**src/hdl/fsps_pkg.sv**
```systemverilog
// fsps package: timing, register map, command codes and carrier structs
package fsps_pkg;
    localparam real CLK_PERIOD_NS = 40.0;
    localparam real TICK_NS = 1000.0;
    localparam int TICK_CYCLES = int'(TICK_NS / CLK_PERIOD_NS);
    localparam real PROG_MIN_MS = 3.7;
    localparam real PROG_MAX_MS = 4.5;
    localparam int PROG_MIN_TICKS = int'($ceil(PROG_MIN_MS * 1.0e6 / TICK_NS));
    localparam int PROG_MAX_TICKS = int'($floor(PROG_MAX_MS * 1.0e6 / TICK_NS));
    localparam logic [2:0] SPM_WINDOW = 3'h4;
    localparam logic [2:0] LPM_WINDOW = 3'h3;
    localparam logic [7:0] CTRL_OFS = 8'h00;
    localparam logic [7:0] STAT_OFS = 8'h04;
    localparam logic IE_RST = 1'b0;
    localparam int CB_STORE = 0;
    localparam int CB_LOCK = 3;
    localparam int CB_BUSY = 6;
    localparam int CB_IE = 7;
    localparam int ST_OP_BUSY = 0;
    localparam int ST_ARMED = 1;
    localparam int ST_EE_BUSY = 2;
    localparam logic [4:0] CMD_BUF_LOAD = 5'h01;
    localparam logic [4:0] CMD_ERASE = 5'h03;
    localparam logic [4:0] CMD_WRITE = 5'h05;
    localparam logic [4:0] CMD_LOCK = 5'h09;
    localparam logic [4:0] CMD_REENABLE = 5'h11;
    localparam logic [1:0] RESP_OKAY = 2'h0;
    localparam logic [1:0] RESP_SLVERR = 2'h2;
    localparam logic [15:0] Z_FUSE_LOW = 16'h0000;
    localparam logic [15:0] Z_LOCK = 16'h0001;
    localparam logic [15:0] Z_FUSE_HIGH = 16'h0003;
    localparam logic [6:0] NO_READ_WHILE_WRITE_REGION_FIRST_PAGE = 7'h70;
    localparam int PAGE_LSB = 7;
    localparam int PAGE_MSB = 13;
    localparam int WORD_LSB = 1;
    localparam int WORD_MSB = 6;
    localparam int LOCK_LSB = 2;
    localparam int LOCK_MSB = 5;

    typedef enum logic [1:0] {SEQ_IDLE, SEQ_ARMED, SEQ_PROG} fsps_seq_t;
    typedef enum logic [1:0] {OP_ERASE, OP_WRITE, OP_LOCK} fsps_op_t;

    typedef struct packed {
        logic spm;
        logic lpm;
        logic [15:0] z;
        logic [7:0] r1;
        logic [7:0] r0;
    } fsps_core_req_t;

    typedef struct packed {
        logic start;
        fsps_op_t op;
        logic [6:0] page;
        logic [3:0] lock_prog;
        logic buf_wr;
        logic [5:0] buf_word;
        logic [15:0] buf_data;
        logic buf_clr;
    } fsps_flash_cmd_t;

    typedef struct packed {
        logic valid;
        logic [7:0] data;
    } fsps_lpm_rsp_t;
endpackage

```
**src/hdl/fsps_op_timer.sv**
```systemverilog
// fsps flash operation timer: programming time, halt and region busy
module fsps_op_timer #(
    parameter int PROG_TIME_US = fsps_pkg::PROG_MIN_TICKS,
    parameter int TICK_CYCLES = fsps_pkg::TICK_CYCLES
) (
    input wire logic i_clk,
    input wire logic i_por,
    input wire logic i_start,
    input wire logic i_blocks_rww,
    input wire logic i_no_read_while_write_region,
    input wire logic i_reenable,
    output logic o_busy,
    output logic o_done,
    output logic o_halt,
    output logic o_region_busy
);
    typedef struct packed {
        logic busy;
        logic done;
        logic halt;
        logic region_busy;
        logic [4:0] div;
        logic [12:0] us;
    } fsps_tmr_t;

    if (PROG_TIME_US < 1 || PROG_TIME_US > 8191 || TICK_CYCLES < 1 || TICK_CYCLES > 32) begin : g_chk
        $error("fsps_op_timer: unsupported timing parameters");
    end

    localparam logic [4:0] DIV_LAST = 5'(TICK_CYCLES - 1);
    localparam logic [12:0] US_LAST = 13'(PROG_TIME_US - 1);

    fsps_tmr_t r;
    fsps_tmr_t r_nxt;
    logic [17:0] busy_cyc_r;

    always_comb begin
        r_nxt = r;
        r_nxt.done = 1'b0;
        if (r.busy) begin
            if (r.div == DIV_LAST) begin
                r_nxt.div = 5'h00;
                if (r.us == US_LAST) begin
                    r_nxt.busy = 1'b0;
                    r_nxt.done = 1'b1;
                    r_nxt.halt = 1'b0;
                end else begin
                    r_nxt.us = r.us + 13'h0001;
                end
            end else begin
                r_nxt.div = r.div + 5'h01;
            end
        end else if (i_start) begin
            r_nxt.busy = 1'b1;
            r_nxt.div = 5'h00;
            r_nxt.us = 13'h0000;
            r_nxt.halt = i_no_read_while_write_region && i_blocks_rww;
            r_nxt.region_busy = r.region_busy || i_blocks_rww;
        end
        if (!r.busy && i_reenable) begin
            r_nxt.region_busy = 1'b0;
        end
    end

    // only power-on reset stops an operation
    always_ff @(posedge i_clk or posedge i_por) begin
        if (i_por) begin
            r <= '0;
        end else begin
            r <= r_nxt;
        end
    end

    always_ff @(posedge i_clk or posedge i_por) begin
        if (i_por) begin
            busy_cyc_r <= 18'h00000;
        end else begin
            busy_cyc_r <= r.busy ? busy_cyc_r + 18'h00001 : 18'h00000;
        end
    end

    assign o_busy = r.busy;
    assign o_done = r.done;
    assign o_halt = r.halt;
    assign o_region_busy = r.region_busy;
endmodule

```
**src/hdl/fsps_sequencer.sv**
```systemverilog
// fsps sequencer top: control register, store/load decoding, readback
//////////////////////////////////////////////////////////////////////////
// Summary of operation
// - pattern 0x05 plus store starts page write
// - rww page write keeps no_read_while_write_region readable
// - no_read_while_write_region page write halts the core
// - interrupt level while store enable clear
// - erase or write blocks rww reads
// - busy flag set while rww blocked
// - pattern 0x09 plus store sets locks
// - zero data bits 5:2 program locks
// - lock programming keeps whole flash readable
// - eeprom write refuses commands and readback
// - pointer 1 load returns lock byte
// - armed bits clear on timeout or use, for erase, write and lock only when the operation ends
// - pointer 0 load returns fuse low
// - pointer 3 load returns fuse high
// - programmed bits read zero, others one
// - reset never aborts running flash write
// - flash operations take 3.7 to 4.5 ms
// - store enable alone loads buffer word
// - pattern 0x03 plus store erases page
// - page in z13:7, word in z6:1
// - buffer cleared after write, re-enable, reset
//////////////////////////////////////////////////////////////////////////
//
// The register offsets and the AXI4-Lite interface to the registers were chosen for this implementation.
module fsps_sequencer #(
    parameter int PROG_TIME_US = fsps_pkg::PROG_MIN_TICKS,
    parameter int TICK_CYCLES = fsps_pkg::TICK_CYCLES
) (
    input wire logic i_clk,
    input wire logic i_reset,
    input wire logic i_por,
    input wire logic i_awvalid,
    output logic o_awready,
    input wire logic [7:0] i_awaddr,
    input wire logic i_wvalid,
    output logic o_wready,
    input wire logic [31:0] i_wdata,
    input wire logic [3:0] i_wstrb,
    output logic o_bvalid,
    input wire logic i_bready,
    output logic [1:0] o_bresp,
    input wire logic i_arvalid,
    output logic o_arready,
    input wire logic [7:0] i_araddr,
    output logic o_rvalid,
    input wire logic i_rready,
    output logic [31:0] o_rdata,
    output logic [1:0] o_rresp,
    input wire fsps_pkg::fsps_core_req_t i_core,
    input wire logic i_eeprom_write_busy,
    input wire logic [7:0] i_lock_byte,
    input wire logic [7:0] i_fuse_low_byte,
    input wire logic [7:0] i_fuse_high_byte,
    output fsps_pkg::fsps_flash_cmd_t o_flash_cmd,
    output fsps_pkg::fsps_lpm_rsp_t o_lpm_rsp,
    output logic o_cpu_halt,
    output logic o_region_busy_flag,
    output logic o_irq
);
    typedef struct packed {
        logic awready;
        logic wready;
        logic bvalid;
        logic arready;
        logic rvalid;
        logic [1:0] bresp;
        logic [1:0] rresp;
        logic [31:0] rdata;
        logic aw_held;
        logic w_held;
        logic w_lane0;
        logic [7:0] awaddr;
        logic [7:0] wdata;
        logic ie;
        logic [4:0] cmd;
        fsps_pkg::fsps_seq_t seq;
        logic [2:0] age;
        logic reen;
        fsps_pkg::fsps_flash_cmd_t fcmd;
        fsps_pkg::fsps_lpm_rsp_t lpm;
        logic irq;
    } fsps_st_t;

    // buffer clear stands during reset so the page buffer starts empty
    localparam fsps_st_t ST_RST = '{
        seq: fsps_pkg::SEQ_IDLE,
        ie: fsps_pkg::IE_RST,
        fcmd: '{op: fsps_pkg::OP_ERASE, buf_clr: 1'b1, default: '0},
        default: '0
    };

    fsps_st_t st_r;
    fsps_st_t st_nxt;
    logic t_busy;
    logic t_done;
    logic t_region_busy;
    logic store_enable_bit;
    logic spm_ok;
    logic lpm_ok;
    logic [7:0] ctrl_byte;
    logic [7:0] stat_byte;

    function automatic logic hits(input logic [7:0] addr, input logic [7:0] ofs);
        return addr[7:2] == ofs[7:2];
    endfunction

    function automatic logic legal_cmd(input logic [4:0] c);
        return c == fsps_pkg::CMD_BUF_LOAD || c == fsps_pkg::CMD_ERASE || c == fsps_pkg::CMD_WRITE
            || c == fsps_pkg::CMD_LOCK || c == fsps_pkg::CMD_REENABLE;
    endfunction

    //////////////////////////////////////////////////////////////////////
    assign store_enable_bit = (st_r.seq != fsps_pkg::SEQ_IDLE) || t_busy;
    assign spm_ok = i_core.spm && !i_eeprom_write_busy && st_r.seq == fsps_pkg::SEQ_ARMED;
    assign lpm_ok = i_core.lpm && !i_eeprom_write_busy && st_r.seq == fsps_pkg::SEQ_ARMED
        && st_r.cmd == fsps_pkg::CMD_LOCK && st_r.age < fsps_pkg::LPM_WINDOW;

    always_comb begin
        ctrl_byte = 8'h00;
        ctrl_byte[fsps_pkg::CB_STORE] = store_enable_bit;
        ctrl_byte[fsps_pkg::CB_LOCK:fsps_pkg::CB_STORE + 1] =
            (st_r.seq == fsps_pkg::SEQ_IDLE) ? 3'h0 : st_r.cmd[3:1];
        ctrl_byte[fsps_pkg::CB_BUSY] = t_region_busy;
        ctrl_byte[fsps_pkg::CB_IE] = st_r.ie;
        if (st_r.seq != fsps_pkg::SEQ_IDLE) begin
            ctrl_byte[fsps_pkg::CB_LOCK + 1] = st_r.cmd[4];
        end
        stat_byte = 8'h00;
        stat_byte[fsps_pkg::ST_OP_BUSY] = t_busy;
        stat_byte[fsps_pkg::ST_ARMED] = st_r.seq == fsps_pkg::SEQ_ARMED;
        stat_byte[fsps_pkg::ST_EE_BUSY] = i_eeprom_write_busy;
    end

    //////////////////////////////////////////////////////////////////////
    always_comb begin
        st_nxt = st_r;
        st_nxt.fcmd.start = 1'b0;
        st_nxt.fcmd.buf_wr = 1'b0;
        st_nxt.fcmd.buf_clr = 1'b0;
        st_nxt.lpm.valid = 1'b0;
        st_nxt.reen = 1'b0;
        st_nxt.irq = st_r.ie && !store_enable_bit;

        unique case (st_r.seq)
            fsps_pkg::SEQ_IDLE: begin
            end
            fsps_pkg::SEQ_ARMED: begin
                st_nxt.age = st_r.age + 3'h1;
                if (spm_ok) begin
                    st_nxt.seq = fsps_pkg::SEQ_IDLE;
                    unique case (st_r.cmd)
                        fsps_pkg::CMD_BUF_LOAD: begin
                            st_nxt.fcmd.buf_wr = 1'b1;
                            st_nxt.fcmd.buf_word = i_core.z[fsps_pkg::WORD_MSB:fsps_pkg::WORD_LSB];
                            st_nxt.fcmd.buf_data = {i_core.r1, i_core.r0};
                        end
                        fsps_pkg::CMD_ERASE, fsps_pkg::CMD_WRITE: begin
                            st_nxt.seq = fsps_pkg::SEQ_PROG;
                            st_nxt.fcmd.start = 1'b1;
                            st_nxt.fcmd.op = (st_r.cmd == fsps_pkg::CMD_WRITE)
                                ? fsps_pkg::OP_WRITE : fsps_pkg::OP_ERASE;
                            st_nxt.fcmd.page = i_core.z[fsps_pkg::PAGE_MSB:fsps_pkg::PAGE_LSB];
                        end
                        fsps_pkg::CMD_LOCK: begin
                            st_nxt.seq = fsps_pkg::SEQ_PROG;
                            st_nxt.fcmd.start = 1'b1;
                            st_nxt.fcmd.op = fsps_pkg::OP_LOCK;
                            st_nxt.fcmd.lock_prog = ~i_core.r0[fsps_pkg::LOCK_MSB:fsps_pkg::LOCK_LSB];
                        end
                        default: begin
                            st_nxt.reen = 1'b1;
                            st_nxt.fcmd.buf_clr = 1'b1;
                        end
                    endcase
                end else if (lpm_ok) begin
                    st_nxt.seq = fsps_pkg::SEQ_IDLE;
                    st_nxt.lpm.valid = 1'b1;
                    unique case (i_core.z)
                        fsps_pkg::Z_FUSE_LOW: st_nxt.lpm.data = i_fuse_low_byte;
                        fsps_pkg::Z_LOCK: st_nxt.lpm.data = i_lock_byte;
                        fsps_pkg::Z_FUSE_HIGH: st_nxt.lpm.data = i_fuse_high_byte;
                        // other pointers leave the normal load path in charge
                        default: st_nxt.lpm.valid = 1'b0;
                    endcase
                end else if (st_r.age == fsps_pkg::SPM_WINDOW - 3'h1) begin
                    st_nxt.seq = fsps_pkg::SEQ_IDLE;
                end
            end
            fsps_pkg::SEQ_PROG: begin
                if (t_done) begin
                    st_nxt.seq = fsps_pkg::SEQ_IDLE;
                    st_nxt.fcmd.buf_clr = st_r.fcmd.op == fsps_pkg::OP_WRITE;
                end
            end
            default: st_nxt.seq = fsps_pkg::SEQ_IDLE;
        endcase

        // write address and data are taken independently
        if (st_r.awready && i_awvalid) begin
            st_nxt.aw_held = 1'b1;
            st_nxt.awaddr = i_awaddr;
        end
        if (st_r.wready && i_wvalid) begin
            st_nxt.w_held = 1'b1;
            st_nxt.wdata = i_wdata[7:0];
            st_nxt.w_lane0 = i_wstrb[0];
        end
        if (st_r.bvalid && i_bready) begin
            st_nxt.bvalid = 1'b0;
        end
        if (st_r.aw_held && st_r.w_held && !st_r.bvalid) begin
            st_nxt.aw_held = 1'b0;
            st_nxt.w_held = 1'b0;
            st_nxt.bvalid = 1'b1;
            st_nxt.bresp = fsps_pkg::RESP_OKAY;
            if (hits(st_r.awaddr, fsps_pkg::CTRL_OFS)) begin
                if (st_r.w_lane0) begin
                    st_nxt.ie = st_r.wdata[fsps_pkg::CB_IE];
                    if (st_nxt.seq != fsps_pkg::SEQ_PROG && !t_busy && !i_eeprom_write_busy
                        && legal_cmd(st_r.wdata[4:0])) begin
                        st_nxt.seq = fsps_pkg::SEQ_ARMED;
                        st_nxt.cmd = st_r.wdata[4:0];
                        st_nxt.age = 3'h0;
                    end
                end
            end else if (!hits(st_r.awaddr, fsps_pkg::STAT_OFS)) begin
                st_nxt.bresp = fsps_pkg::RESP_SLVERR;
            end
        end

        if (st_r.rvalid && i_rready) begin
            st_nxt.rvalid = 1'b0;
        end
        if (st_r.arready && i_arvalid) begin
            st_nxt.rvalid = 1'b1;
            st_nxt.rresp = fsps_pkg::RESP_OKAY;
            st_nxt.rdata = 32'h00000000;
            if (hits(i_araddr, fsps_pkg::CTRL_OFS)) begin
                st_nxt.rdata[7:0] = ctrl_byte;
            end else if (hits(i_araddr, fsps_pkg::STAT_OFS)) begin
                st_nxt.rdata[7:0] = stat_byte;
            end else begin
                st_nxt.rresp = fsps_pkg::RESP_SLVERR;
            end
        end
        st_nxt.awready = !st_nxt.aw_held;
        st_nxt.wready = !st_nxt.w_held;
        st_nxt.arready = !st_nxt.rvalid;
    end

    always_ff @(posedge i_clk or posedge i_reset) begin
        if (i_reset) begin
            st_r <= ST_RST;
        end else begin
            st_r <= st_nxt;
        end
    end

    //////////////////////////////////////////////////////////////////////
    // only no_read_while_write_region targets halt
    // lock writes neither halt nor block
    fsps_op_timer #(
        .PROG_TIME_US(PROG_TIME_US),
        .TICK_CYCLES(TICK_CYCLES)
    ) u_timer (
        .i_clk(i_clk),
        .i_por(i_por),
        .i_start(st_r.fcmd.start),
        .i_blocks_rww(st_r.fcmd.op != fsps_pkg::OP_LOCK),
        .i_no_read_while_write_region(st_r.fcmd.page >= fsps_pkg::NO_READ_WHILE_WRITE_REGION_FIRST_PAGE),
        .i_reenable(st_r.reen),
        .o_busy(t_busy),
        .o_done(t_done),
        .o_halt(o_cpu_halt),
        .o_region_busy(t_region_busy)
    );

    assign o_awready = st_r.awready;
    assign o_wready = st_r.wready;
    assign o_bvalid = st_r.bvalid;
    assign o_bresp = st_r.bresp;
    assign o_arready = st_r.arready;
    assign o_rvalid = st_r.rvalid;
    assign o_rdata = st_r.rdata;
    assign o_rresp = st_r.rresp;
    assign o_flash_cmd = st_r.fcmd;
    assign o_lpm_rsp = st_r.lpm;
    assign o_region_busy_flag = t_region_busy;
    assign o_irq = st_r.irq;
endmodule

```
**config.mk**
```make
export PLATFORM = sky130hd
export DESIGN_NAME = fsps_sequencer
export DESIGN_NICKNAME = d
export VERILOG_FILES = /design/src/hdl/fsps_pkg.sv /design/src/hdl/fsps_op_timer.sv /design/src/hdl/fsps_sequencer.sv
export SDC_FILE = /design/constraint.sdc
export NUM_CORES = 1
export LEC_CHECK = 0
export BUFFER_PORTS_ARGS = -buffer_cell sky130_fd_sc_hd__buf_2
export CORE_MARGIN = 2
export CORE_UTILIZATION = 40
export DETAILED_ROUTE_END_ITERATION = 8
export GPL_ROUTABILITY_DRIVEN = 1
export PLACE_DENSITY = 0.78
export SLEW_MARGIN = 20
export SYNTH_ARGS = -nofsm -noshare
export SYNTH_HDL_FRONTEND = slang
export SYNTH_SLANG_ARGS = --single-unit
```
**constraint.sdc**
```tcl
create_clock -name i_clk -period 4.75 [get_ports i_clk]
set_input_delay 0.475 -clock i_clk [delete_from_list [all_inputs] [get_ports i_clk]]
set_output_delay 0.475 -clock i_clk [all_outputs]
set_load 0.01 [all_outputs]
```
==> flow_summary.yaml, run 1 <==
yosys:
  synthArstFlopShare_pct: 100
  yosys_warnings: 0
  synth_cell_types: 56
  synth_ff_type: "dfrtp_1"
  ys_seq_area_share_pct: 50.2
  synth_edf_count: 0
  netlist_area_um2: 5540
  ys_seq_elements: 111
  avgSynthCellArea_um2: 10.7
  synthCells: 519
critical_path:
  r2r_end: "st_r[56]"
  critical_path_arrival_ns: 2.95
  ff2ff_setup_slack_ns: 2.03
  reg2reg_depth: 8
  critPathKind: "flip-flop to flip-flop"
  critPathMaxFanout: 9
  worstReg2RegStart: "st_r[53]"
  crit_required_ns: 4.98
  worstSetupEndpointType: "flip-flop"
  start_kind: "flip-flop"
cts:
  cts_sinks: 111
  post_cts_buffers: 0
  cts_htree_levels: 3
  clk_pin_slew_ns: 0.07
  cts_tree: "yes"
  ctsResizeCount: 0
  ctsHoldBuffers: 0
  clk_latency_ns: 0.34
  clk_path_buf_depth: 2
  ctsRootBufferMaster: "clkbuf_16"
  cts_inserted_buffers: 9
power:
  leakage_nw: 3.26
  power.density_nw_per_um2: 348
  total_power_mw: 2.16
  peakVddDrop_uv: 338
routing:
  drt-initial-drc-count: 149
  dr.pass1.iters: 5
  ant_nets: 0
  via_count: 3707
  wl_per_cell_um: 14.2
  drc: 0
  drt-total-wl_um: 11200
  via_per_inst: 4.70
min_path:
  hold_path.class: "input port to async pin"
floorplanning:
  die_h_um: 122
  num_rows: 42
  dieArea_um2: 14800
  core-area_um2: 13400
  initial_core_util_pct: 41.3
  die_w_um: 122
  ios: 210
global_routing:
  overflow: 0
  grt_pass1_wl_um: 18200
  antenna_found_initial: 0
  grt_max_degree: 46
  grt_pass1_vias: 3622
  grt_usage_pct: 15.9
finish:
  fin_cells: 788
  syn_to_final_growth_pct: 12.2
  n_antenna_cell: 0
  final_nets: 735
  layout-drive-gt1-share_pct: 30.7
run_status:
  status: "finished clean"
timing:
  rsz0062_at_grt: "false"
  fin_skew_ns: 0.00759
  hold_viol: 0
  max_freq_mhz: 367
  setup_tns_ns: 0
  final_max_slew_viol_count: 0
  fin_crit_ns: 2.72
  period_share_pct: 57.3
  slew_headroom_pct: 43.9
  setup_viol: 0
  tightest_slew_ns: 0.841
flow_run:
  drv_cap: 0
placement:
  dp.final_hpwl_um: 8490
  gp_congestion: 0.789
  dp_cells: 772
  port_buffers: 149
==> how the worst max path moves through the flow <==
stage | start | cells past startpoint | to
floorplan | i_reset | 1 | ctrl_byte[7]
global placement | st_r[53] | 8 | st_r[58]
detailed placement | st_r[53] | 8 | st_r[58]
CTS | st_r[53] | 8 | st_r[58]
global route | st_r[53] | 8 | st_r[56]
finish | st_r[53] | 8 | st_r[56]
==> layout make-up <==
type / count / area, um^2
fill: 1257 / 7190
tap: 176 / 220
multi-input combinational: 314 / 2090
timing repair buffer: 151 / 761
inverter: 20 / 76.3
sequential: 111 / 2780
clock inverter: 5 / 58.8
clock buffer: 11 / 233
==> state kept, by name, indices dropped and copies added, names as in the netlist, 7 cells and up <==
register,flops
o_flash_cmd,38
o_lpm_rsp,9
o_rdata,7
st_r,26
u_timer.r,18
==> where the power goes <==
group | switching (mW) | internal, mW | total (mW)
Combinational | 0.153 | 0.147 | 0.300
Clock | 0.334 | 0.410 | 0.744
Sequential | 0.0688 | 1.05 | 1.12
==> kinds of logic (layout without fill, tap and decap cells) <==
kind of cell	after synthesis	after routing	synth area share [%]
simple gates	141	141	12.9
buf+inv	120	187	13.9
flops	111	111	50.2
compound gates	65	65	7.12
mux	58	58	11.6
xor+xnor	13	13	2.06
fa+ha+maj	10	10	2.21
other cells	1	27	0.0677
==> critical path: stages (launching register included) <==
cell	delay [ns]
dfrtp_1	0.43
inv_1	0.10
ha_1	0.36
nor4bb_1	0.32
nand4_1	0.26
a311oi_1	0.37
nor4_2	0.12
a21oi_4	0.29
mux2_1	0.35
==> stage by stage <==
stage | hold WS, ns | util [%] | setup slack, ns | instance area, um^2
floorplan | 0.399 | - | 1.97 | 5630
global placement | 0.404 | 44.2 | 2.09 | 5920
detailed placement | 0.419 | 44.2 | 2.04 | 5920
CTS | 0.261 | 46.4 | 2.03 | 6210
global route | 0.316 | 46.4 | 1.87 | 6210
finish | 0.248 | 46.4 | 2.03 | 6210
==> metal layers <==
layer / share of wire, % / up-vias / track usage (%)
li1: - / 1832 / -
met1: 44 / 1776 / 20.5
met2: 50 / 89 / 26.3
met3: 4.5 / 10 / 3.56
met4: 1.1 / 0 / 5.82
met5: 0 / - / 0
==> synth_stat cells (9+ instances only) <==
cell type  instances  area share, %
a21oi_1           14            1.3
buf_4             83             11
clkbuf_1          11           0.75
dfrtp_1          110             50
ha_1               9            2.0
inv_1             19            1.3
mux2_1            34            6.9
mux2_2            15            3.1
mux2i_1            9            1.6
nand2_1           48            3.3
nand3_1            9           0.81
nand4_1            9            1.0
nor2_1            35            2.4
o21ai_0           20            1.8
o21ai_1            9           0.81
xor2_1             9            1.4
==> layout by cell type (no fill, tap or decap), drive strengths merged, types with 11 or more instances in the layout <==
master  count
conb       27
o21ai      29
dfrtp     110
a21oi      15
nand2      48
inv        19
buf       151
nor2       35
clkbuf     11
mux2       49
Power figures use the tool's default switching activity.
==> run 2, diff against run 1 <==
--- a/config.mk
+++ b/config.mk
@@ -5,12 +5,13 @@
 export SDC_FILE = /design/constraint.sdc
 export NUM_CORES = 1
 export LEC_CHECK = 0
+export ABC_AREA = 1
 export BUFFER_PORTS_ARGS = -buffer_cell sky130_fd_sc_hd__buf_2
 export CORE_MARGIN = 2
 export CORE_UTILIZATION = 40
 export DETAILED_ROUTE_END_ITERATION = 8
 export GPL_ROUTABILITY_DRIVEN = 1
-export PLACE_DENSITY = 0.78
+export PLACE_DENSITY = 0.8
 export SLEW_MARGIN = 20
 export SYNTH_ARGS = -nofsm -noshare
 export SYNTH_HDL_FRONTEND = slang
==> constraint.sdc (replaced) <==
create_clock -name i_clk -period 2.5 [get_ports i_clk]
set_input_delay 0.25 -clock i_clk [delete_from_list [all_inputs] [get_ports i_clk]]
set_output_delay 0.25 -clock i_clk [all_outputs]
set_load 0.01 [all_outputs]
==> flow_summary.yaml, run 2 <==
run_status:
  status: "finished clean"
yosys:
  synth_edf_count: 0
  synth_top_cell_by_area: "dfrtp_1"
  synthTopCellsByArea: "dfrtp_1, nand2_1, buf_4"
  synth_cell_types: 40
  synthArstFlopShare_pct: 100
  synthCells: 697
  netlist_area_um2: 5750
  yosysMostFrequentCell: "nand2_1"
  ys_seq_area_share_pct: 48.4
  ys_seq_elements: 111
  yosys_warnings: 0
  avgSynthCellArea_um2: 8.24
  synthTopCellsByCount: "nand2_1, dfrtp_1, buf_4, inv_1, o21ai_0"
  synth_ff_type: "dfrtp_1"
  synth_top_area_share_pct: 47.9
power:
  total_power_mw: 4.74
  peakVddDrop_uv: 489
  leakage_nw: 3.56
  power.density_nw_per_um2: 728
finish:
  final_nets: 928
  mostFrequentLayoutCells: "nand2_1, buf_2, dfrtp_1"
  nFillCells: 1384
  n_antenna_cell: 0
  multiInputGateArea_um2: 2130
  fin_cells: 985
  syn_to_final_growth_pct: 13.4
  postLayoutCoreUtil_pct: 46.8
  layout-drive-gt1-share_pct: 24.1
  regArea_um2: 2780
  largest_register_ffs: 38
  final_common_cell: "nand2_1"
timing:
  period_share_pct: 79.3
  final_max_slew_viol_count: 0
  hold_viol: 0
  setup_viol: 0
  fin_skew_ns: 0.00466
  max_freq_mhz: 505
  fin_ws_ns: 0.518
  fin_crit_ns: 1.98
  rsz0062_at_grt: "false"
  setup_tns_ns: 0
  slew_headroom_pct: 44.7
  tightest_slew_ns: 0.828
placement:
  dp_worst_setup_slack_ns: 0.529
  dp.final_hpwl_um: 9780
  gp_congestion: 0.855
  dp_cells: 969
  port_buffers: 149
routing:
  drt-initial-drc-count: 261
  dr.pass1.iters: 4
  drc: 0
  via_count: 4584
  drt-total-wl_um: 12800
  via_per_inst: 4.65
  ant_nets: 0
  wl_per_cell_um: 13.0
cts:
  cts_tree: "yes"
  post_cts_buffers: 0
  ctsResizeCount: 0
  clk_pin_slew_ns: 0.07
  ctsHoldBuffers: 0
  cts_inserted_buffers: 9
  clk_path_buf_depth: 2
  cts_sinks: 111
  cts_htree_levels: 3
  clk_latency_ns: 0.35
  ctsRootBufferMaster: "clkbuf_16"
floorplanning:
  die_w_um: 124
  initial_core_util_pct: 41.2
  ios: 210
  die_h_um: 124
  num_rows: 43
  core-area_um2: 13900
  dieArea_um2: 15300
critical_path:
  crit_required_ns: 2.74
  critPathMaxFanout: 10
  critical_path_arrival_ns: 2.22
  critPathKind: "flip-flop to flip-flop"
  worstSetupEndpointType: "flip-flop"
  start_kind: "flip-flop"
flow_run:
  drv_cap: 0
min_path:
  hold_path.class: "input port to async pin"
global_routing:
  grt_pass1_vias: 4274
  antenna_found_initial: 0
  grt_usage_pct: 17.2
  grt_max_degree: 90
  overflow: 0
  grt_pass1_wl_um: 20400
-- run 2: cell count changes after synthesis, sizes merged, moves of 5 or more --
cell    delta
clkbuf     -5
nand3     +48
nand2    +153
a21oi      -6
mux2      -49
xor2       -5
o21ai     +27
mux2i      -8
inv       +51
-- run 2: worst paths after layout --
| path | start | endpoint | slack, ns | cells after the start |
|---|---|---|---|---|
| setup reg to reg | st_r[53] | st_r[51] | 0.52 | 13 |
| hold / removal | i_reset | o_flash_cmd[12] | 0.01 | 3 |
| max in group asynchronous | i_por | u_timer.o_busy | 1.93 | 2 |
| hold reg to reg | st_r[48] | u_timer.o_region_busy | 0.44 | 1 |
| min in group i_clk | i_bready | o_bvalid | 0.07 | 2 |
| setup / recovery | st_r[53] | st_r[51] | 0.52 | 13 |
-- run 2: per-layer routing --
metal	wire length (um)	GRT usage, %	vias up
met1	5510	21.7	2122
met4	185	4.69	0
li1	-	-	2328
met5	0	0	-
met2	6420	28.6	120
met3	659	5.17	14
-- run 2: final cells by class --
type / count / area share (%)
sequential: 111 / 42.6
multi-input combinational: 447 / 32.7
inverter: 73 / 4.26
tap: 180 / 3.45
timing repair buffer: 158 / 12.7
clock buffer: 11 / 3.72
clock inverter: 5 / 0.595
-- run 2: report_power, final --
part,switching (mW),total [mW],internal (mW),leakage (nW)
combinational,0.609,1.02,0.413,1.96
clock,0.657,1.37,0.713,0.137
sequential,0.214,2.35,2.14,1.46
-- run 2: stage by stage --
step	area, um^2	hold WS [ns]
3_5_place_dp	6240	0.423
2_1_floorplan	5850	0.239
4_1_cts	6520	0.0366
3_3_place_gp	6240	0.417
6_report	6520	0.0136
5_1_grt	6520	0.0514
-- run 2: logic make-up after synthesis --
logic type      after synthesis  share of synthesized area [%]
fa+ha+maj                     9                           1.96
buf+inv                     165                           16.3
other cells                   1                         0.0653
compound gates               77                           7.27
simple gates                326                           24.8
mux                           1                          0.174
flops                       111                           48.4
xor+xnor                      7                           1.07
-- run 2: worst max-delay path, cell delays in order (launching register included) --
cell	delay (ns)
dfrtp_1	0.41
inv_1	0.13
ha_1	0.21
inv_2	0.08
nor2_1	0.13
nand3_2	0.22
nand2_1	0.12
nand2_1	0.06
nand2_1	0.06
nand2_1	0.07
nand3_2	0.11
nand2_2	0.12
inv_2	0.11
nor2_1	0.04
==> run 3, diff against run 2 <==
==> constraint.sdc (replaced) <==
create_clock -name i_clk -period 1.6 [get_ports i_clk]
set_input_delay 0.16 -clock i_clk [delete_from_list [all_inputs] [get_ports i_clk]]
set_output_delay 0.16 -clock i_clk [all_outputs]
set_load 0.01 [all_outputs]
==> flow_summary.yaml, run 3 (synthesis gave the netlist of run 2 again) <==
critical_path:
  crit_buf_inv: 3
  crit_required_ns: 1.85
  critPathKind: "flip-flop to flip-flop"
  critPathMaxFanout: 7
  start_kind: "flip-flop"
  critical_path_arrival_ns: 1.91
  startpoint: "st_r[53]"
  slowest_stage: "dfrtp_1"
  ff2ff_setup_slack_ns: -0.06
  cp_top_family: "simple AND/OR/NAND/NOR gates"
  worstReg2RegStart: "st_r[53]"
  critical_path.cell_chain: "inv_2 > ha_4 > inv_6 > nor2_4 > o21ai_1 > nor2_1 > nor2_1 > nand2_1 > nand2_2 > nand3_4 > nand2_4 > inv_4 > nor2_1"
  crit_top_cell: "nor2_1"
  worstSetupEndpointType: "flip-flop"
  cp_slowest_stage_delay_ns: 0.39
placement:
  dp_cells: 1001
  dp.final_hpwl_um: 9640
  port_buffers: 149
  dp_worst_setup_slack_ns: -0.0482
  dpl_cell_area_um2: 6520
  gp_congestion: 0.832
finish:
  syn_to_final_growth_pct: 25.0
  final_nets: 989
  fin_cells: 1046
  design_area_um2: 7180
  final_common_cell: "nand2_1"
  n_antenna_cell: 0
  mostFrequentLayoutCells: "nand2_1, buf_2, dfrtp_1"
  largest_register_ffs: 38
  nFillCells: 1308
  layout-drive-gt1-share_pct: 29.3
cts:
  clk_latency_ns: 0.36
  cts_sinks: 111
  ctsRootBufferMaster: "clkbuf_16"
  clk_path_buf_depth: 2
  cts_tree: "yes"
  cts_inserted_buffers: 9
  clk_pin_slew_ns: 0.08
  cts_htree_levels: 3
floorplanning:
  initial_core_util_pct: 41.2
  core-area_um2: 13900
  die_h_um: 124
  dieArea_um2: 15300
  ios: 210
  num_rows: 43
  die_w_um: 124
power:
  leakage_nw: 3.86
  peakVddDrop_uv: 616
  total_power_mw: 7.71
  power.density_nw_per_um2: 1070
run_status:
  failed_checks: "setup timing"
  status: "finished, violations left"
min_path:
  hp-start: "i_awaddr[4]"
  hold_path.class: "input port to flip-flop"
global_routing:
  grt_pass1_vias: 4445
  antenna_found_initial: 0
  overflow: 0
  use_met1_pct: 22.4
  use_met3_pct: 4.67
  grt_max_degree: 90
  grt_pass1_wl_um: 20900
  busiest_layer: "met2"
  grt_usage_pct: 17.5
  use_met2_pct: 28.8
timing:
  holdWs_ns: 0.0145
  setup_viol: 10
  fin_skew_ns: 0.0103
  period_share_pct: 104
  hold_viol: 0
  final_max_slew_viol_count: 0
  rsz0062_at_grt: "true"
  max_freq_mhz: 603
  fin_ws_ns: -0.0592
  fin_crit_ns: 1.66
flow_run:
  drv_cap: 0
routing:
  via_per_inst: 4.65
  via_count: 4860
  drt-initial-drc-count: 249
  drc: 0
  dr.pass1.iters: 5
  ant_nets: 0
  wl_per_cell_um: 12.7
  drt-total-wl_um: 13200
run 3: cell count changes in the layout (fill, tap and decap cells not counted), sizes merged:
cell and delta:
buf +40, clkbuf -1, clkinv +2, dlygate4sd3 +20
run 3: per-stage QoR:
stage	TNS, ns	util, %
final	-0.403	51.6
after global routing	-1.87	51.6
after CTS	-0.169	50.7
after detailed placement	-0.285	46.8
after global placement	-0.0992	46.8
after floorplan	-0.551	-
run 3: cell type report:
cell class / count / area (um^2) / share of cell area (%)
timing repair buffer: 218 / 1340 / 18.7
tap: 180 / 225 / 3.13
multi-input combinational: 447 / 2240 / 31.2
sequential: 111 / 2780 / 38.7
timing repair inverter: 1 / 8.76 / 0.122
clock inverter: 6 / 50.0 / 0.697
clock buffer: 10 / 239 / 3.33
inverter: 73 / 299 / 4.16
run 3: layer usage:
metal	vias to the layer above	share of wire (%)
li1	2443	-
met5	-	0
met3	15	4.3
met2	105	49
met1	2297	45
met4	0	1.6
run 3: worst paths after layout:
kind,end,depth (start not counted)
max reg2reg,st_r[50],13
max in group asynchronous,o_flash_cmd[0],4
max,st_r[50],13
min,st_r[72],3
min in group asynchronous,u_timer.r[10],4
min reg2reg,u_timer.o_region_busy,1
run 3: timing repair:
| item | CTS | global route |
|---|---|---|
| hold buffers | 20 | 0 |
| gates cloned | 0 | 1 |
| resized for setup | 8 | 22 |
| setup endpoints to repair | 19 | 46 |
| buffers inserted | 3 | 5 |
| endpoints found under the hold margin | 128 | 0 |
| pin swaps | 7 | 9 |
run 3: worst reg2reg max path: stages (launching register included):
cell	delay, ns
dfrtp_1	0.39
inv_2	0.08
ha_4	0.15
inv_6	0.05
nor2_4	0.12
o21ai_1	0.08
nor2_1	0.15
nor2_1	0.06
nand2_1	0.07
nand2_2	0.07
nand3_4	0.11
nand2_4	0.09
inv_4	0.08
nor2_1	0.04
run 3: power by group:
part	switching (mW)	total [mW]	internal, mW	leakage (nW)
Combinational	1.03	1.85	0.817	2.26
Sequential	0.329	3.67	3.34	1.46
Clock	1.07	2.19	1.12	0.141
